===== config.mk =====
export PLATFORM = sky130hd
export DESIGN_NAME = exchange_area_handshake
export DESIGN_NICKNAME = d
export VERILOG_FILES = /design/src/core/handshake_pkg.sv /design/src/core/exchange_area_handshake.sv /design/src/core/area_mem.sv
export SDC_FILE = /design/constraint.sdc
export NUM_CORES = 1
export LEC_CHECK = 0
export ABC_AREA = 1
export BUFFER_PORTS_ARGS = -buffer_cell sky130_fd_sc_hd__buf_2
export CORE_MARGIN = 4
export CORE_UTILIZATION = 50
export DETAILED_ROUTE_END_ITERATION = 12
export HOLD_SLACK_MARGIN = 0.1
export PLACE_DENSITY = 0.69
export SYNTH_ARGS = -nofsm -noshare
export SYNTH_HDL_FRONTEND = slang
export SYNTH_SLANG_ARGS = --single-unit

===== constraint.sdc =====
create_clock -name clock -period 2.3 [get_ports clock]
set_input_delay 0 -clock clock [delete_from_list [all_inputs] [get_ports clock]]
set_output_delay 0 -clock clock [all_outputs]
set_load 0.01 [all_outputs]

===== src/core/handshake_pkg.sv =====
// Constants, state encoding and helpers for the exchange area handshake.
// Assumes a 250 MHz core clock and exchange areas of at most 32 bytes.
package handshake_pkg;

    // Exchange area geometry
    localparam int AREA_DEPTH = 32;
    localparam int AW = 5;
    localparam logic [5:0] HDR_BYTES = 6'h04;

    // Header byte offsets
    localparam logic [4:0] OFS_CTRL = 5'h00;
    localparam logic [4:0] OFS_STATION = 5'h01;
    localparam logic [4:0] OFS_SAP = 5'h02;
    localparam logic [4:0] OFS_LEN = 5'h03;
    localparam logic [4:0] OFS_PAYLOAD = 5'h04;

    // Control byte bit positions, input area (slave side)
    localparam int SBIT_POSTED = 0;
    localparam int SBIT_CONSUMED = 1;
    localparam int SBIT_ACK = 2;
    localparam int BIT_MORE = 3;
    // Control byte bit positions, output area (master side)
    localparam int MBIT_CONSUMED = 0;
    localparam int MBIT_POSTED = 1;
    localparam int MBIT_SYNC = 2;
    // Protocol version nibble, bits 7..4
    localparam logic [3:0] VERSION_BITS = 4'h0;

    // Reset values
    localparam logic [7:0] RST_STATION = 8'h00;

    // Refresh period
    localparam int PERIOD_MS = 30;
    localparam int CLOCK_KHZ = 250000;
    localparam int PERIOD_CYCLES = PERIOD_MS * CLOCK_KHZ;
    localparam int TICK_W = 23;

    typedef enum logic [7:0] {
        S_IDLE  = 8'h01,
        S_CTRL  = 8'h02,
        S_RXLEN = 8'h04,
        S_RX    = 8'h08,
        S_TXCHK = 8'h10,
        S_TX    = 8'h20,
        S_DROP  = 8'h40,
        S_HDR   = 8'h80
    } state_t;

    // Payload room: whole area without flow control, else area less header
    function automatic logic [5:0] payload_cap(input logic flow, input logic [5:0] size);
        payload_cap = flow ? 6'(size - HDR_BYTES) : size;
    endfunction : payload_cap

endpackage : handshake_pkg


===== src/core/exchange_area_handshake.sv =====
// Slave end of the toggle handshake carried in the cyclic exchange areas.
// Assumes the fieldbus engine reads the input area and writes the output
// area through the ports below, on this clock.
`timescale 1ns/1ns

//Behaviour
//- Flow mode: payload starts at byte four
//- No flow: whole area data, rewritten per event
//- No flow: oversize records are truncated
//- Header: control, station, service point, length
//- Length never exceeds area size minus four
//- Control bits 7..4 zero in flow mode
//- Slave toggles input bit0 after posting block
//- Slave toggles input bit1 after consuming block
//- Slave acknowledges resync on input bit2
//- Resync clears bits 0, 1 and 3, sets ack bit2
//- Bit3 set on all but final fragment
//- Refresh and sample areas every 30 ms
//- Station address placed in header byte 1
module exchange_area_handshake
    import handshake_pkg::*;
#(
    parameter int PERIOD_CYC = PERIOD_CYCLES
)
(
    // Clock and reset
    input wire logic clock,
    input wire logic resetn,
    // Configuration
    input wire logic flow_controlled_driver_layer,
    input wire logic [5:0] input_area_size,
    input wire logic [5:0] output_area_size,
    input wire logic [7:0] station_addr_pins,
    input wire logic [7:0] tx_sap,
    // Fieldbus side of the input area
    input wire logic [AW-1:0] in_rd_addr,
    output logic [7:0] in_rd_data,
    // Fieldbus side of the output area
    input wire logic out_wr_en,
    input wire logic [AW-1:0] out_wr_addr,
    input wire logic [7:0] out_wr_data,
    // Application record to the master
    input wire logic tx_valid,
    input wire logic [7:0] tx_data,
    input wire logic tx_last,
    output logic tx_ready,
    // Application data from the master
    output logic rx_valid,
    output logic [7:0] rx_data,
    output logic rx_last,
    output logic rx_more,
    // Status
    output logic slave_data_posted_toggle,
    output logic slave_data_consumed_toggle,
    output logic resync_ack,
    output logic more_fragments
);

    typedef struct packed {
        state_t state;
        logic [TICK_W-1:0] tick_cnt;
        logic [7:0] sa_s1;
        logic [7:0] sa_s2;
        logic [7:0] sa_s3;
        logic [7:0] station;
        logic posted;
        logic consumed;
        logic ack;
        logic more;
        logic [7:0] mctrl;
        logic [AW-1:0] rd_addr;
        logic wr_en;
        logic [AW-1:0] wr_addr;
        logic [7:0] wr_data;
        logic [5:0] cnt;
        logic [5:0] rx_len;
        logic [5:0] tx_len;
        logic [1:0] hcnt;
        logic rx_valid;
        logic [7:0] rx_data;
        logic rx_last;
        logic rx_more;
        logic tx_ready;
    } hs_state_t;

    // All other fields, toggles and outputs included, clear to zero
    localparam hs_state_t RST_STATE = '{state: S_IDLE, sa_s1: RST_STATION, sa_s2: RST_STATION,
        sa_s3: RST_STATION, station: RST_STATION, default: '0};

    hs_state_t s_q;
    hs_state_t s_d;
    logic [7:0] out_rd;
    logic tick;
    logic flow;
    logic [5:0] in_cap;
    logic [5:0] out_cap;
    logic [5:0] cnt_inc;
    logic [4:0] tx_base;

    assign flow = flow_controlled_driver_layer;
    assign in_cap = payload_cap(flow, input_area_size);
    assign out_cap = payload_cap(1'b1, output_area_size);
    assign cnt_inc = 6'(s_q.cnt + 6'h01);
    assign tx_base = flow ? OFS_PAYLOAD : OFS_CTRL;
    assign tick = (s_q.tick_cnt == TICK_W'(PERIOD_CYC - 1));

    // Input area: written here, read by the fieldbus engine
    area_mem in_area (
        .clock(clock),
        .resetn(resetn),
        .wr_en(s_q.wr_en),
        .wr_addr(s_q.wr_addr),
        .wr_data(s_q.wr_data),
        .rd_addr(in_rd_addr),
        .rd_data(in_rd_data)
    );

    // Read address taken from the next state so data lines up with s_q.rd_addr
    area_mem out_area (
        .clock(clock),
        .resetn(resetn),
        .wr_en(out_wr_en),
        .wr_addr(out_wr_addr),
        .wr_data(out_wr_data),
        .rd_addr(s_d.rd_addr),
        .rd_data(out_rd)
    );

    always_comb
    begin
        s_d = s_q;
        s_d.wr_en = 1'b0;
        s_d.rx_valid = 1'b0;
        s_d.rx_last = 1'b0;
        // Period timer for the area refresh
        s_d.tick_cnt = tick ? '0 : TICK_W'(s_q.tick_cnt + 1'b1);
        // Address switches settle through three stages
        s_d.sa_s1 = station_addr_pins;
        s_d.sa_s2 = s_q.sa_s1;
        s_d.sa_s3 = s_q.sa_s2;
        if (s_q.sa_s2 == s_q.sa_s3)
        begin
            s_d.station = s_q.sa_s3;
        end
        case (s_q.state)
            S_IDLE:
            begin
                // A tick during a pass is skipped; a pass is far shorter than the period
                if (tick)
                begin
                    s_d.rd_addr = OFS_CTRL;
                    s_d.state = S_CTRL;
                end
            end
            S_CTRL:
            begin
                s_d.mctrl = out_rd;
                if (!flow)
                begin
                    s_d.state = S_TXCHK;
                end
                else if (out_rd[MBIT_SYNC])
                begin
                    // Re-applied every period while the request is held
                    s_d.posted = 1'b0;
                    s_d.consumed = 1'b0;
                    s_d.more = 1'b0;
                    s_d.ack = 1'b1;
                    s_d.tx_len = 6'h00;
                    s_d.hcnt = 2'h0;
                    s_d.state = S_HDR;
                end
                else
                begin
                    s_d.ack = 1'b0;
                    if (out_rd[MBIT_POSTED] != s_q.consumed)
                    begin
                        s_d.rd_addr = OFS_LEN;
                        s_d.state = S_RXLEN;
                    end
                    else
                    begin
                        s_d.state = S_TXCHK;
                    end
                end
            end
            S_RXLEN:
            begin
                // Oversized length from the master is clamped to the area
                if (out_rd > {2'b00, out_cap})
                begin
                    s_d.rx_len = out_cap;
                end
                else
                begin
                    s_d.rx_len = out_rd[5:0];
                end
                s_d.cnt = 6'h00;
                if (out_rd == 8'h00)
                begin
                    s_d.consumed = ~s_q.consumed;
                    s_d.state = S_TXCHK;
                end
                else
                begin
                    s_d.rd_addr = OFS_PAYLOAD;
                    s_d.state = S_RX;
                end
            end
            S_RX:
            begin
                s_d.rx_valid = 1'b1;
                s_d.rx_data = out_rd;
                s_d.rx_more = s_q.mctrl[BIT_MORE];
                s_d.rx_last = (cnt_inc == s_q.rx_len);
                s_d.rd_addr = AW'(s_q.rd_addr + 1'b1);
                s_d.cnt = cnt_inc;
                if (cnt_inc == s_q.rx_len)
                begin
                    s_d.consumed = ~s_q.consumed;
                    s_d.state = S_TXCHK;
                end
            end
            S_TXCHK:
            begin
                s_d.cnt = 6'h00;
                s_d.hcnt = 2'h0;
                if (flow)
                begin
                    if (tx_valid && (s_q.mctrl[MBIT_CONSUMED] == s_q.posted))
                    begin
                        s_d.tx_ready = 1'b1;
                        s_d.state = S_TX;
                    end
                    else
                    begin
                        s_d.state = S_HDR;
                    end
                end
                else if (tx_valid)
                begin
                    s_d.tx_ready = 1'b1;
                    s_d.state = S_TX;
                end
                else
                begin
                    s_d.state = S_IDLE;
                end
            end
            S_TX:
            begin
                if (tx_valid && s_q.tx_ready)
                begin
                    s_d.wr_en = 1'b1;
                    s_d.wr_addr = AW'(tx_base + s_q.cnt[4:0]);
                    s_d.wr_data = tx_data;
                    s_d.cnt = cnt_inc;
                    if (tx_last || (cnt_inc == in_cap))
                    begin
                        s_d.tx_ready = 1'b0;
                        if (flow)
                        begin
                            // Remainder of a long record goes in later fragments
                            s_d.more = ~tx_last;
                            s_d.posted = ~s_q.posted;
                            s_d.tx_len = cnt_inc;
                            s_d.state = S_HDR;
                        end
                        else if (tx_last)
                        begin
                            s_d.state = S_IDLE;
                        end
                        else
                        begin
                            s_d.tx_ready = 1'b1;
                            s_d.state = S_DROP;
                        end
                    end
                end
            end
            S_DROP:
            begin
                // Rest of an oversized record is swallowed unseen
                if (tx_valid && tx_last)
                begin
                    s_d.tx_ready = 1'b0;
                    s_d.state = S_IDLE;
                end
            end
            S_HDR:
            begin
                // Header last, so the posted toggle never precedes its data
                s_d.wr_en = 1'b1;
                s_d.wr_addr = AW'(s_q.hcnt);
                case (s_q.hcnt)
                    2'h0: s_d.wr_data = {VERSION_BITS, s_q.more, s_q.ack, s_q.consumed, s_q.posted};
                    2'h1: s_d.wr_data = s_q.station;
                    2'h2: s_d.wr_data = tx_sap;
                    default: s_d.wr_data = {2'b00, s_q.tx_len};
                endcase
                s_d.hcnt = 2'(s_q.hcnt + 1'b1);
                if (s_q.hcnt == 2'h3)
                begin
                    s_d.state = S_IDLE;
                end
            end
            default:
            begin
                s_d = RST_STATE;
            end
        endcase
    end

    always_ff @(posedge clock)
    begin
        if (!resetn)
        begin
            s_q <= RST_STATE;
        end
        else
        begin
            s_q <= s_d;
        end
    end

    assign tx_ready = s_q.tx_ready;
    assign rx_valid = s_q.rx_valid;
    assign rx_data = s_q.rx_data;
    assign rx_last = s_q.rx_last;
    assign rx_more = s_q.rx_more;
    assign slave_data_posted_toggle = s_q.posted;
    assign slave_data_consumed_toggle = s_q.consumed;
    assign resync_ack = s_q.ack;
    assign more_fragments = s_q.more;

endmodule : exchange_area_handshake


===== src/core/area_mem.sv =====
// One exchange area image: single write port, registered read port.
// Assumes both ports sit on the same clock as the handshake logic.
`timescale 1ns/1ns
module area_mem
    import handshake_pkg::*;
(
    // Clock and reset
    input wire logic clock,
    input wire logic resetn,
    // Write port
    input wire logic wr_en,
    input wire logic [AW-1:0] wr_addr,
    input wire logic [7:0] wr_data,
    // Read port
    input wire logic [AW-1:0] rd_addr,
    output logic [7:0] rd_data
);

    logic [7:0] mem [AREA_DEPTH];

    always_ff @(posedge clock)
    begin
        if (wr_en)
        begin
            mem[wr_addr] <= wr_data;
        end
    end

    // Reset only the read register; area contents are undefined until written
    always_ff @(posedge clock)
    begin
        if (!resetn)
        begin
            rd_data <= 8'h00;
        end
        else
        begin
            rd_data <= mem[rd_addr];
        end
    end

endmodule : area_mem


==> flow_summary.json <==
{
  "antenna_found_initial": 0,
  "core_um2": 52970,
  "grt_use_total_pct": 25.09,
  "tightest_slew_ns": 0.8175,
  "diodes": 0,
  "crit_required_ns": 2.77,
  "grt_pass1_wl_um": 113000,
  "whs_ns": 0.003790,
  "gp_congestion": 0.8954,
  "chipHeight_um": 240.2,
  "hold_viol_final": 0,
  "ys.warnings.count": 0,
  "reg2regPathDepth": 15,
  "root_buffer": "clkbuf_16",
  "drc": 0,
  "multi_input_area_um2": 8667,
  "crit_fanout": 5,
  "synth_area_per_cell_um2": 10.87,
  "hold_end": "s_q[48]",
  "drive_gt1_share_pct": 24.49,
  "drt_iter0_drc": 2449,
  "r2r_slack_ns": -0.16,
  "synth.area.top_cells": "edfxtp_1 57%, dfxtp_1 10%, nand3_1 6.6%",
  "worstReg2RegStart": "out_area.rd_data[1]",
  "dr.pass1.iters": 6,
  "maxSlewViolCount": 0,
  "hp-class": "input pin to register",
  "clock_latency_ns": 0.62,
  "num_rows": 84,
  "ys_seq_area_share_pct": 67.11,
  "setup_viol": 8,
  "die_width_um": 240.2,
  "clk_pin_slew_worst_paths_ns": 0.06,
  "final_nets": 2929,
  "cts-htree-levels": 3,
  "synth_ff_type": "edfxtp_1",
  "power_density_nw_per_um2": 785.6,
  "syn_nets": 2558,
  "synth_top_cell_by_area": "edfxtp_1",
  "fill_cells": 3875,
  "syn-cell-area_um2": 26970,
  "fin_worst_skew_ns": 0.03503,
  "via_per_inst": 5.858,
  "seq_area_um2": 18120,
  "portBuffers": 83,
  "initial_core_util_pct": 50.91,
  "post-route-period-util_pct": 106.9,
  "grt_pass1_vias": 20334,
  "hold_path.startpoint": "resetn",
  "dieArea_um2": 57720,
  "violations": "setup timing",
  "cts_hold_buf": 71,
  "io_pins": 84,
  "final.setup.worst_slack_ns": -0.1585,
  "r2r_end": "out_area.rd_data[1]",
  "start_kind": "register",
  "vdd_drop_max_mv": 1.025,
  "path_class": "register to register",
  "vias": 21058,
  "avgRoutedWirePerCell_um": 21.69,
  "hold_depth": 3,
  "cp.arrival_ns": 2.93,
  "synthArstFlopShare_pct": 0,
  "cts_buffers": 69,
  "max-slew-margin-rel_pct": 45.44,
  "syn_to_final_growth_pct": 28.04,
  "drt-total-wl_um": 77970,
  "outcome": "finished, violations left",
  "ant_nets": 0,
  "dp_hpwl_um": 43900,
  "grt.overflow.total": 0,
  "rsz0062_at_grt": "yes",
  "power_mw": 27.13,
  "synth_cells": 2481,
  "synth_edf_count": 512,
  "fmax_mhz": 406.8,
  "end_kind": "register",
  "synth.ff_latch_count": 648,
  "synth.most_common_cell": "edfxtp_1",
  "clk_path_buf_depth": 3,
  "clkSinkCount": 648,
  "synth_top_area_share_pct": 57.01,
  "cap_viol_max_count": 0,
  "cts_tree": "done",
  "grt_max_degree": 74,
  "synth.distinct_cells": 54,
  "yosys-top-cells-count": "512 x edfxtp_1, 396 x nand2_1, 353 x nand3_1",
  "period_needed_ns": 2.458,
  "p_leak_nw": 13.27
}
## worst max-delay path, cell delays in order (launching register included)
cell       delay (ns)
dfxtp_1          0.45
inv_1            0.10
nand2_1          0.08
nand2_1          0.10
a31oi_1          0.25
nor2_4           0.06
nor2_4           0.14
nand3_4          0.18
buf_12           0.21
clkbuf_16        0.16
nand2_1          0.06
nand3_1          0.11
nand3_1          0.11
nand3_1          0.11
nand3_1          0.11
a21oi_1          0.07
## stage by stage
step	setup TNS, ns	setup WS [ns]	utilization, %	area [µm²]	std cells
finish	-0.9911	-0.1585	65.19	34530	3595
detailed placement	-2.332	-0.3083	55.77	29540	3342
global route	-2.365	-0.2476	65.19	34530	3595
CTS	-0.4816	-0.07379	62.84	33290	3565
global placement	-1.757	-0.2668	55.77	29540	3342
floorplan	0	0.1181	-	26970	2481
## layout by cell type (no fill, tap or decap), types with 7 or more instances in the layout
cell / count
nor3_1: 13
buf_4: 213
nand4_1: 28
o221ai_1: 51
dlygate4sd3_1: 68
clkinv_2: 13
o211ai_1: 7
xor2_1: 16
a21oi_2: 7
clkbuf_1: 17
inv_2: 10
nand2_4: 10
nand2_1: 363
a21oi_1: 80
inv_1: 112
edfxtp_1: 512
o21ai_0: 151
nor2_2: 16
ha_1: 15
xnor2_1: 9
nand2b_1: 7
clkbuf_16: 88
buf_12: 25
a31oi_1: 20
buf_2: 82
nand2_2: 33
nand3_2: 100
buf_16: 11
buf_6: 21
nand3_1: 251
clkinv_1: 8
nor2_4: 17
nor2_1: 300
o22ai_1: 15
dfxtp_1: 123
dfxtp_2: 10
a221oi_1: 7
## logic make-up (layout without fill, tap and decap cells)
kind of cell,after synthesis,in the layout,share of synthesized area (%)
compound gates,358,358,7.971
xor+xnor,28,28,0.9093
fa+ha+maj,17,17,0.7887
buf+inv,265,691,4.106
flops,648,648,67.11
simple gates,1165,1165,19.12
## registers in the layout, indices dropped and copies added (netlist names)
| register | count |
|---|---|
| in_area.mem | 256 |
| out_area.mem | 256 |
| s_q | 104 |
| in_area.rd_data | 8 |
| out_area.rd_data | 8 |
| rx_data | 8 |
| more_fragments | 1 |
| resync_ack | 1 |
| rx_last | 1 |
| rx_more | 1 |
| rx_valid | 1 |
| slave_data_consumed_toggle | 1 |
| slave_data_posted_toggle | 1 |
| tx_ready | 1 |
## power by group
| part | internal [mW] | leakage (nW) | switching (mW) |
|---|---|---|---|
| Clock | 6.45 | 1.10 | 4.58 |
| Sequential | 12.8 | 6.32 | 0.118 |
| Combinational | 1.32 | 5.86 | 1.90 |
| Total | 20.5 | 13.3 | 6.59 |
## what timing repair did
item	4_1_cts	5_1_grt
pin swaps	20	45
cloned	10	21
setup endpoints to repair	13	44
hold endpoints to repair	360	14
resized for setup	97	180
setup buffers	17	13
## how the worst max path moves through the flow
stage	start	to	slack, ns	cells past startpoint
2_1_floorplan	s_q[95]	out_area.rd_data[5]	0.12	14
4_1_cts	s_q[124]	out_area.rd_data[2]	-0.07	16
6_report	out_area.rd_data[1]	out_area.rd_data[1]	-0.16	15
3_5_place_dp	s_q[95]	out_area.rd_data[1]	-0.31	16
3_3_place_gp	s_q[95]	out_area.rd_data[1]	-0.27	16
5_1_grt	s_q[95]	out_area.rd_data[7]	-0.25	17
## layer usage
metal  vias to the layer above  track usage [%]  wire length [µm]
li1                       9543                -                 -
met1                     10128            33.08             30080
met2                      1113            42.01             37370
met3                       274            4.347              6818
met4                         0            9.391              3700
met5                         -                0                 0
## layout make-up
| type | instances | area share (%) |
|---|---|---|
| Sequential cell | 648 | 52.48 |
| Multi-Input combinational cell | 1568 | 25.10 |
| Tap cell | 688 | 2.493 |
| Clock inverter | 31 | 0.8334 |
| Inverter | 130 | 1.529 |
| Timing Repair Buffer | 435 | 11.89 |
| Clock buffer | 95 | 5.675 |
(Power assumes the default switching activity.)
